<file path="config.mk">
export PLATFORM = sky130hd
export DESIGN_NAME = mmu_subpage_abort_enable_control
export DESIGN_NICKNAME = d
export VERILOG_FILES = /design/src/rtl/mmu_subpage_abort_enable_control.v
export VERILOG_INCLUDE_DIRS = /design/src /design/src/include
export SDC_FILE = /design/constraint.sdc
export NUM_CORES = 1
export LEC_CHECK = 0
export ABC_CLOCK_PERIOD_IN_PS = 3000
export BUFFER_PORTS_ARGS = -buffer_cell sky130_fd_sc_hd__buf_2
export CAP_MARGIN = 25
export CORE_MARGIN = 2
export CORE_UTILIZATION = 45
export CTS_CLUSTER_DIAMETER = 100
export CTS_CLUSTER_SIZE = 20
export DETAILED_ROUTE_END_ITERATION = 8
export GPL_TIMING_DRIVEN = 0
export PLACE_DENSITY = 0.78
export SYNTH_ARGS = -nofsm -noshare
export SYNTH_HDL_FRONTEND = slang
export SYNTH_SLANG_ARGS = --single-unit
</file>
<file path="constraint.sdc">
create_clock -name mclk -period 3 [get_ports mclk]
set_input_delay 0.3 -clock mclk [delete_from_list [all_inputs] [get_ports mclk]]
set_output_delay 0.3 -clock mclk [all_outputs]
set_load 0.005 [all_outputs]
</file>
<file path="src/include/mmu_subpage_abort_regs.vh">
// Register offsets, fields, reset values, codes and counts of the subpage
// permission, external abort and enable-order unit.
// Assumes a byte-addressed Avalon-MM slave port with 32-bit data.
//
// How it works
// Page access picks one of four quarter fields
// Small page quarters are 1KB each
// Large page quarters are 16KB each
// Subpage bits decode as section; subpage fault
// Abortable access stops the cycle after abort
// Aborted locked read suppresses its write
// Linefetch abort on any word purges line
// Core aborted only on its requested word
// Buffered writes are never externally aborted
// Abortable memory mapped uncachable and unbufferable
// Cache and buffer enabled only with translation; the code follows their bits with no interlock
// Set translation bit after tables are built
// Two fetches stay flat after enable change
// Disable buffer, then cache, then translation
// Translation buffer kept across disable and enable
// Permission checked only for client domains
// Manager domains bypass all permission checks
// Linefetch abort records 0100/0110 and start address
// Abort arrives with the faulting transfer's cycle
`ifndef MMU_SUBPAGE_ABORT_REGS_VH
`define MMU_SUBPAGE_ABORT_REGS_VH

`define OFS_CONTROL      5'h00
`define OFS_DOMAIN       5'h04
`define OFS_FAULT_STATUS 5'h08
`define OFS_FAULT_ADDR   5'h0C
`define OFS_TLB_FLUSH    5'h10

`define CTL_XLATE_BIT    0
`define CTL_ALIGN_BIT    1
`define CTL_CACHE_BIT    2
`define CTL_WBUF_BIT     3
`define CTL_SYS_BIT      8
`define CTL_ROM_BIT      9
`define CTL_RESET        10'h000
`define DOMAIN_RESET     32'h00000000

`define DOM_NONE         2'h0
`define DOM_CLIENT       2'h1
`define DOM_MANAGER      2'h3

`define FS_BUS_L1        4'hC
`define FS_BUS_L2        4'hE
`define FS_DOM_SECT      4'h9
`define FS_DOM_PAGE      4'hB
`define FS_PERM_SECT     4'hD
`define FS_PERM_SUB      4'hF
`define FS_LINE_SECT     4'h4
`define FS_LINE_PAGE     4'h6
`define FS_BUS_SECT      4'h8
`define FS_BUS_PAGE      4'hA

`define KIND_READ        3'h0
`define KIND_UNBUF_WR    3'h1
`define KIND_BUF_WR      3'h2
`define KIND_L1_FETCH    3'h3
`define KIND_L2_FETCH    3'h4
`define KIND_LOCK_RD     3'h5
`define KIND_LOCK_WR     3'h6
`define KIND_LINE        3'h7

`define SMALL_QTR_LSB    10
`define LARGE_QTR_LSB    14
`define FLAT_FETCHES     2'h2

`endif

</file>
<file path="src/rtl/mmu_subpage_abort_enable_control.v">
// Subpage permission check, external abort handling and enable sequencing.
// Assumes one clock; the core and the memory system present requests
// synchronous to mclk, with the abort input in the faulting word's cycle.
// Outputs are registered except the bus wait signal and the enable bits.
`include "mmu_subpage_abort_regs.vh"

module mmu_subpage_abort_enable_control #(
  parameter LINE_WORDS = 4,
  parameter WORD_BITS  = 2
) (
  input  wire        mclk,
  input  wire        sys_rst,
  input  wire [4:0]  avs_address,
  input  wire        avs_read,
  input  wire        avs_write,
  input  wire [31:0] avs_writedata,
  input  wire [3:0]  avs_byteenable,
  output reg  [31:0] avs_readdata,
  output wire        avs_waitrequest,
  input  wire        chk_req,
  input  wire [31:0] chk_addr,
  input  wire        chk_page,
  input  wire        chk_large,
  input  wire [1:0]  chk_section_ap,
  input  wire [7:0]  chk_subpage_ap,
  input  wire [3:0]  chk_domain,
  input  wire        chk_write,
  input  wire        chk_user,
  input  wire        chk_data,
  output reg         chk_done,
  output reg         chk_fault,
  output reg  [3:0]  chk_fault_code,
  input  wire        ext_start,
  input  wire [2:0]  ext_kind,
  input  wire [31:0] ext_addr,
  input  wire        ext_page,
  input  wire [3:0]  ext_domain,
  input  wire        ext_data,
  input  wire [WORD_BITS-1:0] ext_req_word,
  input  wire        ext_word_done,
  input  wire        external_abort_input,
  output reg         ext_grant,
  output reg         ext_stop,
  output reg         core_abort,
  output reg         line_purge,
  output reg         ifetch_translate,
  input  wire        ifetch,
  output wire        translate_enable,
  output wire        unified_cache_enable,
  output wire        write_buffer_enable,
  output wire        align_check_enable,
  output reg         tlb_flush
);

  // ==========================================================================
  // Register file
  // ==========================================================================
  reg  [9:0]  ctrl_r;
  reg  [31:0] domain_r;
  reg  [3:0]  fs_code_r;
  reg  [3:0]  fs_domain_r;
  reg  [31:0] fault_addr_r;
  reg         rd_ack_r;
  reg  [31:0] rd_nxt;
  reg  [31:0] wmask;

  // Writes never stall, so every write strobe is taken
  wire wr_en = avs_write;

  // Reads take one wait state; writes complete with no wait
  assign avs_waitrequest = avs_read & ~rd_ack_r;

  always @* begin
    wmask = {{8{avs_byteenable[3]}}, {8{avs_byteenable[2]}},
             {8{avs_byteenable[1]}}, {8{avs_byteenable[0]}}};

    // Read multiplexer; unmapped offsets read as zero
    if (avs_address == `OFS_CONTROL) begin
      rd_nxt = {22'h0, ctrl_r};
    end else if (avs_address == `OFS_DOMAIN) begin
      rd_nxt = domain_r;
    end else if (avs_address == `OFS_FAULT_STATUS) begin
      rd_nxt = {24'h000000, fs_domain_r, fs_code_r};
    end else if (avs_address == `OFS_FAULT_ADDR) begin
      rd_nxt = fault_addr_r;
    end else begin
      rd_nxt = 32'h00000000;
    end
  end

  // Control word after the byte-lane merge
  wire [31:0] ctrl_wr = ({22'h0, ctrl_r} & ~wmask) | (avs_writedata & wmask);

  // Cache and buffer follow their bits directly; no interlock with translation
  assign translate_enable     = ctrl_r[`CTL_XLATE_BIT];
  assign unified_cache_enable = ctrl_r[`CTL_CACHE_BIT];
  assign write_buffer_enable  = ctrl_r[`CTL_WBUF_BIT];
  assign align_check_enable   = ctrl_r[`CTL_ALIGN_BIT];

  // Register writes and the registered read path
  always @(posedge mclk) begin
    if (sys_rst) begin
      rd_ack_r     <= 1'b0;
      avs_readdata <= 32'h00000000;
      ctrl_r       <= `CTL_RESET;
      domain_r     <= `DOMAIN_RESET;
      tlb_flush    <= 1'b0;
    end else begin
      rd_ack_r  <= avs_read & ~rd_ack_r;
      tlb_flush <= 1'b0;
      if (avs_read & ~rd_ack_r) begin
        avs_readdata <= rd_nxt;
      end
      if (wr_en) begin
        if (avs_address == `OFS_CONTROL) begin
          ctrl_r <= ctrl_wr[9:0];
        end else if (avs_address == `OFS_DOMAIN) begin
          domain_r <= (domain_r & ~wmask) | (avs_writedata & wmask);
        end else if (avs_address == `OFS_TLB_FLUSH) begin
          // Only software empties the translation buffer
          tlb_flush <= 1'b1;
        end
      end
    end
  end

  // ==========================================================================
  // Flat fetches after a translation enable change
  // ==========================================================================
  // A write that flips the translation bit restarts the flat count
  reg [1:0] flat_cnt_r;
  wire xlate_wr = wr_en && (avs_address == `OFS_CONTROL) &&
                  (ctrl_wr[`CTL_XLATE_BIT] != ctrl_r[`CTL_XLATE_BIT]);

  always @(posedge mclk) begin
    if (sys_rst) begin
      flat_cnt_r       <= 2'h0;
      ifetch_translate <= 1'b0;
    end else if (xlate_wr) begin
      flat_cnt_r <= `FLAT_FETCHES;
    end else if (flat_cnt_r != 2'h0) begin
      // Fetches during the count still use the old setting
      if (ifetch) begin
        flat_cnt_r <= flat_cnt_r - 2'h1;
      end
    end else begin
      // Third fetch onward sees the new setting
      ifetch_translate <= ctrl_r[`CTL_XLATE_BIT];
    end
  end

  // ==========================================================================
  // Domain and permission check
  // ==========================================================================
  reg  [1:0] sel_ap;
  reg  [1:0] qtr;
  reg        perm_ok;
  reg  [3:0] code_nxt;
  reg        fault_nxt;
  // Two access bits of the domain named by the request
  wire [1:0] dom_bits = domain_r[{chk_domain, 1'b0} +: 2];
  wire       s_bit    = ctrl_r[`CTL_SYS_BIT];
  wire       r_bit    = ctrl_r[`CTL_ROM_BIT];

  always @* begin
    // Quarter index from the address within a small or large page
    if (chk_large) begin
      qtr = chk_addr[`LARGE_QTR_LSB +: 2];
    end else begin
      qtr = chk_addr[`SMALL_QTR_LSB +: 2];
    end
    sel_ap = chk_subpage_ap[{qtr, 1'b0} +: 2];
    if (!chk_page) begin
      sel_ap = chk_section_ap;
    end
    // One decode serves sections and subpages alike
    case (sel_ap)
      2'h0: perm_ok = !chk_write && ((s_bit && !r_bit && !chk_user) ||
                                     (!s_bit && r_bit));
      2'h1: perm_ok = !chk_user;
      2'h2: perm_ok = !chk_user || !chk_write;
      default: perm_ok = 1'b1;
    endcase

    fault_nxt = 1'b0;
    code_nxt  = 4'h0;
    if (dom_bits == `DOM_CLIENT) begin
      if (!perm_ok) begin
        fault_nxt = 1'b1;
        code_nxt  = chk_page ? `FS_PERM_SUB : `FS_PERM_SECT;
      end
    end else if (dom_bits != `DOM_MANAGER) begin
      fault_nxt = 1'b1;
      code_nxt  = chk_page ? `FS_DOM_PAGE : `FS_DOM_SECT;
    end
    // Manager domain leaves fault_nxt clear
  end

  // ==========================================================================
  // External access tracking
  // ==========================================================================
  localparam ST_IDLE = 2'h0;
  localparam ST_XFER = 2'h1;
  localparam ST_LINE = 2'h2;

  reg [1:0]           state_r;
  reg [2:0]           kind_r;
  reg [31:0]          addr_r;
  reg                 page_r;
  reg [3:0]           dom_r;
  reg                 data_r;
  reg [WORD_BITS-1:0] req_word_r;
  reg [WORD_BITS-1:0] word_r;
  reg                 line_bad_r;
  reg                 lock_kill_r;

  localparam [31:0] LAST_IDX = LINE_WORDS - 1;
  wire [WORD_BITS-1:0] last_word = LAST_IDX[WORD_BITS-1:0];
  // Buffered writes are already complete for the core and cannot abort
  wire abort_now  = external_abort_input && (state_r != ST_IDLE) &&
                    (kind_r != `KIND_BUF_WR);
  // Write half of a locked pair whose read half failed
  wire start_kill = ext_start && (ext_kind == `KIND_LOCK_WR) && lock_kill_r;

  always @(posedge mclk) begin
    if (sys_rst) begin
      state_r      <= ST_IDLE;
      kind_r       <= `KIND_READ;
      addr_r       <= 32'h00000000;
      page_r       <= 1'b0;
      dom_r        <= 4'h0;
      data_r       <= 1'b0;
      req_word_r   <= {WORD_BITS{1'b0}};
      word_r       <= {WORD_BITS{1'b0}};
      line_bad_r   <= 1'b0;
      lock_kill_r  <= 1'b0;
      ext_grant    <= 1'b0;
      ext_stop     <= 1'b0;
      core_abort   <= 1'b0;
      line_purge   <= 1'b0;
      chk_done     <= 1'b0;
      chk_fault    <= 1'b0;
      chk_fault_code <= 4'h0;
      fs_code_r    <= 4'h0;
      fs_domain_r  <= 4'h0;
      fault_addr_r <= 32'h00000000;
    end else begin
      ext_grant  <= 1'b0;
      ext_stop   <= 1'b0;
      core_abort <= 1'b0;
      line_purge <= 1'b0;

      // Check answers one cycle after the request
      chk_done   <= chk_req;
      chk_fault  <= chk_req & fault_nxt;
      if (chk_req) begin
        chk_fault_code <= code_nxt;
      end
      // Fault record for data-side domain and permission faults
      if (chk_req && fault_nxt && chk_data) begin
        fs_code_r    <= code_nxt;
        fs_domain_r  <= chk_domain;
        fault_addr_r <= chk_addr;
      end

      // External access sequencing
      case (state_r)
        ST_IDLE: begin
          if (ext_start) begin
            kind_r     <= ext_kind;
            addr_r     <= ext_addr;
            page_r     <= ext_page;
            dom_r      <= ext_domain;
            data_r     <= ext_data;
            req_word_r <= ext_req_word;
            word_r     <= {WORD_BITS{1'b0}};
            line_bad_r <= 1'b0;
            if (ext_kind != `KIND_LOCK_WR) begin
              lock_kill_r <= 1'b0;
            end
            if (start_kill) begin
              // Write half of a failed locked pair never reaches the bus
              lock_kill_r <= 1'b0;
            end else begin
              ext_grant <= 1'b1;
              state_r   <= (ext_kind == `KIND_LINE) ? ST_LINE : ST_XFER;
            end
          end
        end
        ST_XFER: begin
          if (abort_now) begin
            ext_stop   <= 1'b1;
            core_abort <= 1'b1;
            state_r    <= ST_IDLE;
            if (kind_r == `KIND_LOCK_RD) begin
              lock_kill_r <= 1'b1;
            end
            // Only data-side aborts update the fault registers
            if (data_r) begin
              fault_addr_r <= addr_r;
              fs_domain_r  <= dom_r;
              if (kind_r == `KIND_L1_FETCH) begin
                fs_code_r <= `FS_BUS_L1;
              end else if (kind_r == `KIND_L2_FETCH) begin
                fs_code_r <= `FS_BUS_L2;
              end else begin
                fs_code_r <= page_r ? `FS_BUS_PAGE : `FS_BUS_SECT;
              end
            end
          end else if (ext_word_done) begin
            state_r <= ST_IDLE;
          end
        end
        ST_LINE: begin
          if (abort_now) begin
            line_bad_r <= 1'b1;
            if (word_r == req_word_r) begin
              core_abort <= 1'b1;
              if (data_r) begin
                fs_code_r    <= page_r ? `FS_LINE_PAGE : `FS_LINE_SECT;
                fs_domain_r  <= dom_r;
                fault_addr_r <= addr_r;
              end
            end
          end
          // Completion or abort both close the current word
          if (ext_word_done || abort_now) begin
            word_r <= word_r + {{(WORD_BITS-1){1'b0}}, 1'b1};
            if (word_r == last_word) begin
              // The whole line is drained, then dropped if any word failed
              line_purge <= line_bad_r | abort_now;
              state_r    <= ST_IDLE;
            end
          end
        end
        default: begin
          state_r <= ST_IDLE;
        end
      endcase
    end
  end

endmodule

</file>
==> summary.json, run 1 <==
{
  "critical_path": {
    "worst-path-max-fanout": 10,
    "cp-start-kind": "flip-flop",
    "setup.worst_path.end_class": "flip-flop",
    "crit_family": "multiplexers",
    "worst-path-buf-inv": 3,
    "worst_path_most_repeated_cell": "sky130_fd_sc_hd__mux4_2",
    "timing.rr.end": "fault_addr_r[14]",
    "worst_ep_arrival_time_ns": 3.15,
    "highest_delay_cell_along_the_critical_path": "sky130_fd_sc_hd__mux4_2",
    "required_time_at_the_worst_slack_endpoint_ns": 3.30,
    "critPathMaxStageDelay_ns": 0.60,
    "path_cells": "mux4_2 -> mux4_2 -> clkinv_1 -> a31oi_1 -> clkbuf_2 -> clkbuf_1 -> o311ai_0 -> o221ai_1",
    "rr_worst_depth": 8,
    "setup.reg_to_reg.worst_slack_ns": 0.15,
    "worst-setup-path-type": "reg -> reg"
  },
  "cells_and_area": {
    "sequential_cell_area_sq_mm": 0.00354,
    "layoutNonFillerInstCount": 1430,
    "fill_count": 1664,
    "final_core_utilization": 0.564,
    "layout.cells.most_common": "sky130_fd_sc_hd__nand2_1",
    "layout-drive-gt1-share": 0.211,
    "final_cell_mix": "sky130_fd_sc_hd__nand2_1 (194), sky130_fd_sc_hd__buf_2 (191), sky130_fd_sc_hd__dfxtp_1 (177)",
    "final_nets": 1337,
    "final_antenna_diode_count": 0,
    "multiInputGateArea_sq_mm": 0.00426,
    "layout-area-overhead-vs-synth_pct": 23.2,
    "finalInstanceArea_sq_mm": 0.0101
  },
  "floorplanning": {
    "die_height_um": 139,
    "fp.dieW_um": 139,
    "floorplan.core_area_sq_mm": 0.0179,
    "floorplan.initialDensity": 0.458,
    "design.die.area_sq_mm": 0.0193,
    "core.rowCount": 49,
    "io_pins": 193
  },
  "sta": {
    "hold_viol": 0,
    "final.setup.tns_ns": 0,
    "final-max-slew-violation-count": 0,
    "maxClockFrequency_ghz": 0.351,
    "fin_worst_skew_ns": 0.0166,
    "final_critical_path_share_of_the_clock_period": 0.950,
    "post-route-min-period_ns": 2.85,
    "relSlewSlack": 0.316,
    "max_slew.worst_pin.slew_ns": 1.02,
    "unrepaired_setup_endpoints_after_global_routing": "false",
    "setup_viol_count_final": 0
  },
  "pwr": {
    "power_per_cell_area_mw_per_mm2": 587,
    "worst_ir_drop_vdd_uv": 382,
    "totalPowerFinal_mw": 5.93,
    "p_leak_nw": 4.12
  },
  "placement": {
    "globalplace.congestion": 0.912,
    "detailed_place.area_sq_mm": 0.00943,
    "cell_count_after_placement": 1397,
    "detailed_place_hpwl_mm": 20.1,
    "place.port_buffers": 189
  },
  "synth": {
    "yosys.area.top_type_share": 0.432,
    "ys_top_cells_by_area": "sky130_fd_sc_hd__dfxtp_1 (43%), sky130_fd_sc_hd__nand2_1 (8.9%), sky130_fd_sc_hd__a21oi_1 (4.8%)",
    "synthArstFlopShare": 0,
    "synth_area_per_cell_sq_um": 8.37,
    "ys_seq_area_frac": 0.432,
    "yosysTopAreaCell": "sky130_fd_sc_hd__dfxtp_1",
    "post_synth_inst_count": 979,
    "synth_enable_flop_cells": 0,
    "synth-seq-cells": 177,
    "ys.warnings.count": 0,
    "ys_dominant_reg_cell": "sky130_fd_sc_hd__dfxtp_1",
    "synth.cell_area_sq_mm": 0.00820,
    "yosys.cell_types.count": 54,
    "syn_nets": 1128
  },
  "cts": {
    "cts.root.buffer_cell": "sky130_fd_sc_hd__clkbuf_16",
    "tritoncts": "yes",
    "cts_hold_buffers": 0,
    "number_of_h_tree_levels": 4,
    "cts.sinks": 177,
    "clock_latency_ns": 0.45,
    "post_cts_sizing": 0,
    "cts_made_buffers": 17,
    "worst_setup_hold_path_clk_slew_ns": 0.07,
    "clock_path_buffers": 2,
    "cts_setup_buffers": 0
  },
  "global_routing": {
    "grt_usage": 0.271,
    "grt_pass1_vias": 7939,
    "grt_pass1_wl_mm": 41.6,
    "grt_overflow_total": 0,
    "grt_start_max_net_pins": 17,
    "initial_antenna_violation_count": 0
  },
  "route": {
    "detail_route.iter0.violations": 787,
    "dr_total_vias": 8338,
    "post_drt_via_cell_ratio": 5.83,
    "drt_wl_total_mm": 26.6,
    "drt_drc_violations_left": 0,
    "wire_per_inst_um": 18.6,
    "residual_antenna_violating_net_count_after_detailed_routing": 0,
    "drt_first_pass_iters": 7
  },
  "run": {
    "drv_cap": 0
  },
  "min_path": {
    "hold-path-endpoint": "addr_r[9]",
    "hp-start": "ext_addr[9]",
    "hold_path_class": "in -> reg",
    "hold_depth": 3
  },
  "outcome": {
    "outcome": "completed"
  }
}
-- synth_stat cells, drive strengths merged, types with 6 or more instances --
cell type,count
buf,10
a22o,9
mux4,8
o221ai,37
and3,6
nor2,64
a21oi,79
o21ai,46
o311ai,36
nand3,8
dfxtp,177
nor3,8
clkbuf,72
nand2,194
nor2b,46
a211oi,33
mux2,11
a22oi,36
and2,6
inv,15
mux2i,23
-- area by class of cell --
class | count | area share
Inverter | 16 | 0.00594
Clock buffer | 18 | 0.0435
Clock inverter | 14 | 0.0223
Buffer | 82 | 0.0333
Multi-Input combinational cell | 704 | 0.422
Tap cell | 229 | 0.0284
Sequential cell | 177 | 0.351
Timing Repair Buffer | 190 | 0.0941
-- layer usage --
layer  GRT usage  share of wire  wire [um]  up-vias
met1       0.374           0.44      11700     3939
met2       0.418           0.45      11900      369
met3      0.0580          0.083       2200       51
li1            -              -          -     3979
met4       0.101          0.028        748        0
met5           0              0          0        -
-- stage by stage --
| stage | setup WS (ns) | hold slack [ns] |
|---|---|---|
| after floorplan | 0.326 | 0.396 |
| after global placement | -0.208 | 0.442 |
| after detailed placement | -0.286 | 0.448 |
| after CTS | 0.113 | 0.0820 |
| after global routing | 0.0000915 | 0.0874 |
| final | 0.149 | 0.0836 |
-- tightest hold or removal path, stage by stage --
cell and delay [ns]:
sky130_fd_sc_hd__buf_2 0.09, sky130_fd_sc_hd__nand2_1 0.04, sky130_fd_sc_hd__a21oi_1 0.05
-- cell families after synthesis --
family | Yosys count | share of synthesized area
AOI/OAI and AO/OA | 306 | 0.257
xor gates and xnor gates | 4 | 0.00427
adders and majority gates | 5 | 0.00763
buffers and inverters | 98 | 0.0482
DFF | 177 | 0.432
muxes | 42 | 0.0652
and+or+nand+nor | 347 | 0.186
-- worst max-delay path by stage --
| stage | start | endpoint | slack (ns) | cells after the start |
|---|---|---|---|---|
| CTS | flip-flop | fault_addr_r[14] | 0.11 | 8 |
| detailed placement | chk_domain[1] | fault_addr_r[12] | -0.29 | 9 |
| floorplan | chk_domain[1] | fs_code_r[1] | 0.33 | 9 |
| global route | flip-flop | fault_addr_r[16] | 0.00009 | 8 |
| finish | flip-flop | fault_addr_r[14] | 0.15 | 8 |
| global placement | chk_domain[1] | fault_addr_r[21] | -0.21 | 9 |
-- power breakdown --
group / leakage [nW] / total, mW / internal (mW) / switching [mW]
Sequential: 1.44 / 2.56 / 2.48 / 0.0867
Combinational: 2.35 / 0.830 / 0.320 / 0.511
Clock: 0.325 / 2.53 / 1.52 / 1.02
Total: 4.12 / 5.93 / 4.32 / 1.61
No activity file was read; power rests on OpenSTA's default activity.
==> inputs of run 2 (changes only) <==
- ABC_CLOCK_PERIOD_IN_PS: 3000 -> 3100
- HOLD_SLACK_MARGIN: unset -> 0.12
- clock period: 3 -> 3.1 ns (I/O delays scaled with it)
==> run 2 against run 1 <==
  * Hold slack improved by 0.037 ns
  * Critical path depth is 1 higher
  * Sequential power is 3% lower
  * Via count up 2.9%
==> summary.json, run 2 (same netlist as run 1, synthesis figures left out) <==
{
  "cts": {
    "clock_path_buffers": {"value": 2, "change": "unchanged"},
    "tritoncts": {"value": "yes", "change": "unchanged"},
    "cts_setup_buffers": {"value": 0, "change": "unchanged"},
    "cts.root.buffer_cell": {"value": "sky130_fd_sc_hd__clkbuf_16", "change": "unchanged"},
    "cts.sinks": {"value": 177, "change": "unchanged"},
    "number_of_h_tree_levels": {"value": 4, "change": "unchanged"},
    "worst_setup_hold_path_clk_slew": {"value": 0.07, "unit": "ns", "change": "about the same"},
    "clock_latency": {"value": 0.44, "unit": "ns", "change": "was 0.45 ns"},
    "cts_made_buffers": {"value": 17, "change": "unchanged"}
  },
  "global_routing": {
    "grt_pass1_wl": {"value": 42.3, "unit": "mm", "change": "was 41.6 mm"},
    "grt_pass1_vias": {"value": 8128, "change": "was 7939"},
    "grt_start_max_net_pins": {"value": 17, "change": "unchanged"},
    "grt_usage": {"value": 0.275, "change": "was 0.271"},
    "initial_antenna_violation_count": {"value": 0, "change": "unchanged"},
    "grt_overflow_total": {"value": 0, "change": "unchanged"}
  },
  "critical_path": {
    "worst_ep_arrival_time": {"value": 3.25, "unit": "ns", "change": "was 3.15 ns"},
    "setup.worst_path.end_class": {"value": "flip-flop", "change": "unchanged"},
    "worst-path-max-fanout": {"value": 10, "change": "unchanged"},
    "worst-setup-path-type": {"value": "in -> reg", "change": "was reg -> reg"},
    "required_time_at_the_worst_slack_endpoint": {"value": 3.40, "unit": "ns", "change": "was 3.30 ns"},
    "cp-start-kind": {"value": "input port", "change": "was flip-flop"}
  },
  "floorplanning": {
    "io_pins": {"value": 193, "change": "unchanged"},
    "die_height": {"value": 139, "unit": "um", "change": "unchanged"},
    "floorplan.initialDensity": {"value": 0.458, "change": "unchanged"},
    "fp.dieW": {"value": 139, "unit": "um", "change": "unchanged"},
    "design.die.area": {"value": 0.0193, "unit": "sq mm", "change": "unchanged"},
    "core.rowCount": {"value": 49, "change": "unchanged"},
    "floorplan.core_area": {"value": 0.0179, "unit": "sq mm", "change": "unchanged"}
  },
  "cells_and_area": {
    "layout-drive-gt1-share": {"value": 0.202, "change": "was 0.211"},
    "final_antenna_diode_count": {"value": 0, "change": "unchanged"},
    "final_cell_mix": {"value": "sky130_fd_sc_hd__nand2_1 (194), sky130_fd_sc_hd__buf_2 (191), sky130_fd_sc_hd__dfxtp_1 (177)", "change": "unchanged"},
    "fill_count": {"value": 1616, "change": "was 1664"},
    "layout.cells.most_common": {"value": "sky130_fd_sc_hd__nand2_1", "change": "unchanged"},
    "sequential_cell_area": {"value": 0.00354, "unit": "sq mm", "change": "unchanged"},
    "layout-area-overhead-vs-synth": {"value": 29.0, "unit": "%", "change": "was 23.2%"},
    "final_nets": {"value": 1384, "change": "was 1337"},
    "multiInputGateArea": {"value": 0.00426, "unit": "sq mm", "change": "unchanged"}
  },
  "sta": {
    "final.setup.tns": {"value": 0, "unit": "ns", "change": "unchanged"},
    "relSlewSlack": {"value": 0.319, "change": "was 0.316"},
    "worst_slack": {"value": 0.155, "unit": "ns", "change": "was 0.149 ns"},
    "setup_viol_count_final": {"value": 0, "change": "unchanged"},
    "maxClockFrequency_ghz": 0.340,
    "final-max-slew-violation-count": {"value": 0, "change": "unchanged"},
    "unrepaired_setup_endpoints_after_global_routing": {"value": "false", "change": "unchanged"},
    "hold_viol": {"value": 0, "change": "unchanged"},
    "fin_worst_skew": {"value": 0.00763, "unit": "ns", "change": "was 0.0166 ns"},
    "max_slew.worst_pin.slew": {"value": 1.02, "unit": "ns", "change": "about the same"},
    "final_critical_path_share_of_the_clock_period": 0.950,
    "post-route-min-period_ns": 2.95
  },
  "pwr": {
    "power_per_cell_area": {"value": 546, "unit": "mW/mm^2", "change": "was 587 mW/mm^2"},
    "totalPowerFinal": {"value": 5.77, "unit": "mW", "change": "was 5.93 mW"},
    "p_leak": {"value": 4.31, "unit": "nW", "change": "was 4.12 nW"},
    "worst_ir_drop_vdd": {"value": 369, "unit": "uV", "change": "was 382 uV"}
  },
  "placement": {
    "place.port_buffers": {"value": 189, "change": "unchanged"},
    "detailed_place_hpwl": {"value": 20.1, "unit": "mm", "change": "unchanged"},
    "globalplace.congestion": {"value": 0.912, "change": "unchanged"},
    "detailedPlace.worstSlack": {"value": -0.196, "unit": "ns", "change": "was -0.286 ns"}
  },
  "route": {
    "post_drt_via_cell_ratio": {"value": 5.81, "change": "was 5.83"},
    "residual_antenna_violating_net_count_after_detailed_routing": {"value": 0, "change": "unchanged"},
    "detail_route.iter0.violations": {"value": 732, "change": "was 787"},
    "drt_first_pass_iters": {"value": 6, "change": "was 7"},
    "drt_wl_total": {"value": 27.0, "unit": "mm", "change": "was 26.6 mm"},
    "drt_drc_violations_left": {"value": 0, "change": "unchanged"},
    "wire_per_inst": {"value": 18.3, "unit": "um", "change": "was 18.6 um"},
    "dr_total_vias": {"value": 8583, "change": "was 8338"}
  },
  "outcome": {
    "outcome": {"value": "completed", "change": "unchanged"}
  },
  "run": {
    "drv_cap": {"value": 0, "change": "unchanged"}
  },
  "min_path": {
    "hold_path_class": {"value": "in -> reg", "change": "unchanged"}
  }
}
run 2: metal layers:
metal / GRT usage / vias to the layer above / share of wire / routed length, um
li1: - / 4068 / - / -
met1: 0.375 / 4012 / 0.43 / 11700
met2: 0.429 / 444 / 0.45 / 12100
met3: 0.0528 / 59 / 0.089 / 2400
met4: 0.113 / 0 / 0.031 / 827
met5: 0 / - / 0 / 0
run 2: cell type report:
class / count / share of cell area
buffer: 82 / 0.0317
clock buffer: 18 / 0.0415
clock inverter: 14 / 0.0213
inverter: 16 / 0.00568
multi-input combinational: 704 / 0.403
sequential: 177 / 0.335
tap: 229 / 0.0271
timing repair buffer: 237 / 0.134
run 2: final timing paths:
| kind | startpoint | endpoint | slack [ns] | cells past startpoint |
|---|---|---|---|---|
| max | chk_domain[1] | fault_addr_r[16] | 0.15 | 9 |
| min | ext_req_word[0] | req_word_r[0] | 0.12 | 3 |
| max reg2reg | flip-flop | fault_addr_r[16] | 0.16 | 8 |
| min reg2reg | addr_r[30] | addr_r[30] | 0.46 | 2 |
run 2: where the power goes:
part           switching (mW)  leakage, nW  total [mW]  internal (mW)
clock                   0.974        0.325        2.44           1.47
sequential             0.0840         1.44        2.48           2.40
combinational           0.502         2.54       0.849          0.347
run 2: repair_timing:
action                     4_1_cts  5_1_grt
setup endpoints to repair        0        2
resized for setup                0        1
hold buffers                    46        1
hold endpoints to repair        47        1
run 2: metrics by stage:
step,utilization,std cells,hold WS (ns),area [sq um]
finish,0.591,1477,0.121,10600
CTS,0.590,1475,0.120,10600
global placement,0.527,1397,0.442,9430
global route,0.591,1477,0.122,10600
floorplan,-,979,0.406,8200
detailed placement,0.527,1397,0.448,9430
run 2: worst max-delay path: stages:
cell,delay [ns]
sky130_fd_sc_hd__clkbuf_1,0.52
sky130_fd_sc_hd__mux4_2,0.43
sky130_fd_sc_hd__mux2_2,0.28
sky130_fd_sc_hd__a22oi_1,0.31
sky130_fd_sc_hd__a31oi_1,0.20
sky130_fd_sc_hd__clkbuf_1,0.30
sky130_fd_sc_hd__clkbuf_1,0.30
sky130_fd_sc_hd__o311ai_0,0.41
sky130_fd_sc_hd__o221ai_1,0.18
==> inputs of run 3 (changes only) <==
- CORE_MARGIN: 2 -> 4
- HOLD_SLACK_MARGIN: 0.12 -> unset
==> run 3 against run 2 <==
  * Die area is 5.8% higher
  * Largest cell class unchanged
  * Power decreased by 6.4%
  * Flip-flop and latch count is the same
==> summary.json, run 3 (same netlist as run 1, synthesis figures left out) <==
{
  "route": {
    "drt_first_pass_iters": {"value": 7, "change": "was 6"},
    "dr_total_vias": {"value": 8416, "change": "was 8583"},
    "detail_route.iter0.violations": {"value": 724, "change": "was 732"},
    "post_drt_via_cell_ratio": {"value": 5.89, "change": "was 5.81"},
    "drt_drc_violations_left": {"value": 0, "change": "unchanged"},
    "residual_antenna_violating_net_count_after_detailed_routing": {"value": 0, "change": "unchanged"},
    "drt_wl_total": {"value": 27.0, "unit": "mm", "change": "about the same"},
    "wire_per_inst": {"value": 18.9, "unit": "um", "change": "was 18.3 um"}
  },
  "critical_path": {
    "worst-path-buf-inv": {"value": 3, "change": "unchanged"},
    "highest_delay_cell_along_the_critical_path": {"value": "sky130_fd_sc_hd__mux2i_1", "change": "was sky130_fd_sc_hd__clkbuf_1"},
    "worst-path-max-fanout": {"value": 10, "change": "unchanged"},
    "path_cells": {"value": "buf_2 -> mux2i_1 -> mux2_2 -> o221ai_1 -> a221oi_1 -> nor3_1 -> buf_2 -> or3_4 -> clkbuf_1 -> o221ai_1", "change": "was clkbuf_1 -> mux4_2 -> mux2_2 -> a22oi_1 -> a31oi_1 -> clkbuf_1 -> clkbuf_1 -> o311ai_0 -> o221ai_1"},
    "critPathMaxStageDelay": {"value": 0.46, "unit": "ns", "change": "was 0.52 ns"},
    "worst-setup-path-type": {"value": "in -> reg", "change": "unchanged"},
    "timing.critical_path.from": {"value": "chk_large", "change": "was chk_domain[1]"},
    "crit_family": {"value": "multiplexers", "change": "was buffers and inverters"},
    "required_time_at_the_worst_slack_endpoint": {"value": 3.39, "unit": "ns", "change": "was 3.40 ns"},
    "setup.reg_to_reg.worst_slack": {"value": 0.17, "unit": "ns", "change": "was 0.16 ns"},
    "worst_ep_arrival_time": {"value": 3.24, "unit": "ns", "change": "was 3.25 ns"},
    "setup.worst_path.end_class": {"value": "flip-flop", "change": "unchanged"},
    "cp-start-kind": {"value": "input port", "change": "unchanged"},
    "rr_worst_depth": {"value": 8, "change": "unchanged"},
    "timing.rr.end": {"value": "fault_addr_r[17]", "change": "was fault_addr_r[16]"}
  },
  "placement": {
    "detailed_place_hpwl": {"value": 20.5, "unit": "mm", "change": "was 20.1 mm"},
    "globalplace.congestion": {"value": 0.927, "change": "was 0.912"},
    "detailed_place.area": {"value": 0.00943, "unit": "sq mm", "change": "unchanged"},
    "cell_count_after_placement": {"value": 1397, "change": "unchanged"},
    "detailedPlace.worstSlack": {"value": -0.164, "unit": "ns", "change": "was -0.196 ns"},
    "place.port_buffers": {"value": 189, "change": "unchanged"}
  },
  "cts": {
    "worst_setup_hold_path_clk_slew": {"value": 0.06, "unit": "ns", "change": "was 0.07 ns"},
    "cts.sinks": {"value": 177, "change": "unchanged"},
    "clock_latency": {"value": 0.44, "unit": "ns", "change": "about the same"},
    "cts_made_buffers": {"value": 17, "change": "unchanged"},
    "number_of_h_tree_levels": {"value": 4, "change": "unchanged"},
    "cts.root.buffer_cell": {"value": "sky130_fd_sc_hd__clkbuf_16", "change": "unchanged"},
    "cts_hold_buffers": {"value": 0, "change": "was 46"},
    "tritoncts": {"value": "yes", "change": "unchanged"},
    "cts_setup_buffers": {"value": 0, "change": "unchanged"},
    "clock_path_buffers": {"value": 2, "change": "unchanged"}
  },
  "sta": {
    "setup_viol_count_final": {"value": 0, "change": "unchanged"},
    "fin_worst_skew": {"value": 0.0125, "unit": "ns", "change": "was 0.00763 ns"},
    "fin_worst_hold_slack": {"value": 0.108, "unit": "ns", "change": "was 0.121 ns"},
    "final_critical_path_share_of_the_clock_period": {"value": 0.950, "change": "about the same"},
    "final.setup.tns": {"value": 0, "unit": "ns", "change": "unchanged"},
    "final-max-slew-violation-count": {"value": 0, "change": "unchanged"},
    "unrepaired_setup_endpoints_after_global_routing": {"value": "false", "change": "unchanged"},
    "relSlewSlack": {"value": 0.374, "change": "was 0.319"},
    "max_slew.worst_pin.slew": {"value": 0.934, "unit": "ns", "change": "was 1.02 ns"},
    "worst_slack": {"value": 0.155, "unit": "ns", "change": "about the same"},
    "hold_viol": {"value": 0, "change": "unchanged"},
    "maxClockFrequency": {"value": 0.340, "unit": "GHz", "change": "about the same"},
    "post-route-min-period": {"value": 2.94, "unit": "ns", "change": "was 2.95 ns"}
  },
  "pwr": {
    "worst_ir_drop_vdd": {"value": 383, "unit": "uV", "change": "was 369 uV"},
    "p_sw_frac": {"value": 0.275, "change": "was 0.270"},
    "p_leak": {"value": 4.07, "unit": "nW", "change": "was 4.31 nW"},
    "totalPowerFinal": {"value": 5.41, "unit": "mW", "change": "was 5.77 mW"},
    "power.share.combinational": {"value": 0.149, "change": "was 0.147"},
    "seqPwrFrac": {"value": 0.459, "change": "was 0.430"},
    "power_per_cell_area": {"value": 540, "unit": "mW/mm^2", "change": "was 546 mW/mm^2"},
    "cell_internal_pwr": {"value": 3.92, "unit": "mW", "change": "was 4.21 mW"},
    "power.clock.fraction": {"value": 0.392, "change": "was 0.423"},
    "switching_power": {"value": 1.49, "unit": "mW", "change": "was 1.56 mW"}
  },
  "global_routing": {
    "grt_pass1_wl": {"value": 41.0, "unit": "mm", "change": "was 42.3 mm"},
    "grt_overflow_total": {"value": 0, "change": "unchanged"},
    "grt_pass1_vias": {"value": 7870, "change": "was 8128"},
    "initial_antenna_violation_count": {"value": 0, "change": "unchanged"},
    "grt_start_max_net_pins": {"value": 17, "change": "unchanged"},
    "grt_usage": {"value": 0.257, "change": "was 0.275"}
  },
  "min_path": {
    "hold-path-endpoint": {"value": "addr_r[14]", "change": "was req_word_r[0]"},
    "hold_path_class": {"value": "in -> reg", "change": "unchanged"},
    "hp-start": {"value": "ext_addr[14]", "change": "was ext_req_word[0]"},
    "hold_depth": {"value": 3, "change": "unchanged"}
  },
  "cells_and_area": {
    "sequential_cell_area": {"value": 0.00354, "unit": "sq mm", "change": "unchanged"},
    "fill_count": {"value": 1691, "change": "was 1616"},
    "final_nets": {"value": 1337, "change": "was 1384"},
    "final_core_utilization": {"value": 0.557, "change": "was 0.591"},
    "final_cell_mix": {"value": "sky130_fd_sc_hd__nand2_1 (194), sky130_fd_sc_hd__buf_2 (190), sky130_fd_sc_hd__dfxtp_1 (177)", "change": "was sky130_fd_sc_hd__nand2_1 (194), sky130_fd_sc_hd__buf_2 (191), sky130_fd_sc_hd__dfxtp_1 (177)"},
    "layout.cells.most_common": {"value": "sky130_fd_sc_hd__nand2_1", "change": "unchanged"},
    "multiInputGateArea": {"value": 0.00426, "unit": "sq mm", "change": "about the same"},
    "final_antenna_diode_count": {"value": 0, "change": "unchanged"},
    "layout-drive-gt1-share": {"value": 0.208, "change": "was 0.202"},
    "layoutNonFillerInstCount": {"value": 1429, "change": "was 1477"},
    "finalInstanceArea": {"value": 0.0100, "unit": "sq mm", "change": "was 0.0106 sq mm"},
    "layout-area-overhead-vs-synth": {"value": 22.2, "unit": "%", "change": "was 29.0%"}
  },
  "floorplanning": {
    "fp.dieW": {"value": 143, "unit": "um", "change": "was 139 um"},
    "die_height": {"value": 143, "unit": "um", "change": "was 139 um"},
    "design.die.area": {"value": 0.0204, "unit": "sq mm", "change": "was 0.0193 sq mm"},
    "core.rowCount": {"value": 49, "change": "unchanged"},
    "io_pins": {"value": 193, "change": "unchanged"},
    "floorplan.initialDensity": {"value": 0.456, "change": "was 0.458"},
    "floorplan.core_area": {"value": 0.0180, "unit": "sq mm", "change": "was 0.0179 sq mm"}
  },
  "outcome": {
    "outcome": {"value": "completed", "change": "unchanged"}
  },
  "run": {
    "drv_cap": {"value": 0, "change": "unchanged"}
  }
}
## run 3: cell types whose count changed in the layout (fill, tap and decap cells not counted), moves of 2 or more
| cell | delta |
|---|---|
| sky130_fd_sc_hd__inv_6 | -2 |
| sky130_fd_sc_hd__inv_8 | -2 |
| sky130_fd_sc_hd__bufinv_16 | -4 |
| sky130_fd_sc_hd__clkbuf_8 | +4 |
| sky130_fd_sc_hd__dlygate4sd3_1 | -47 |
## run 3: worst max-delay path by stage
stage,to,slack (ns),cells past startpoint
floorplan,fs_code_r[1],0.42,9
global placement,fault_addr_r[30],-0.13,10
detailed placement,fault_addr_r[14],-0.16,10
CTS,fault_addr_r[17],0.22,8
global route,fault_addr_r[17],0.009,8
finish,fault_addr_r[14],0.16,10
## run 3: layout make-up
type,instances,share of cell area
Sequential cell,177,0.354
Multi-Input combinational cell,704,0.425
Inverter,16,0.00600
Clock buffer,23,0.0497
Timing Repair Buffer,190,0.0952
Clock inverter,8,0.00775
Tap cell,229,0.0286
Buffer,82,0.0336
## run 3: power by group through the flow
stage	sequential, mW	combinational (mW)	clock, mW
2_1_floorplan	2.50	0.486	0
3_3_place_gp	2.52	0.768	0
3_5_place_dp	2.53	0.785	0
4_1_cts	2.48	0.791	2.12
5_1_grt	2.49	0.887	2.24
6_report	2.48	0.803	2.12
## run 3: layer usage
metal	vias up	GRT usage	part of all wire
met3	63	0.0512	0.094
met4	0	0.115	0.032
met5	-	0	0
li1	3978	-	-
met1	3933	0.349	0.41
met2	442	0.398	0.46
## run 3: timing repair
action | CTS | global route
hold endpoints to repair | 0 | 0
endpoints found under the setup margin | 0 | 3
gates resized for setup | 0 | 2
## run 3: tightest hold or removal path: cells and delay by family
family          cells  cell delay [ns]
compound gates      1             0.05
simple gates        1             0.04
buf+inv             1             0.10
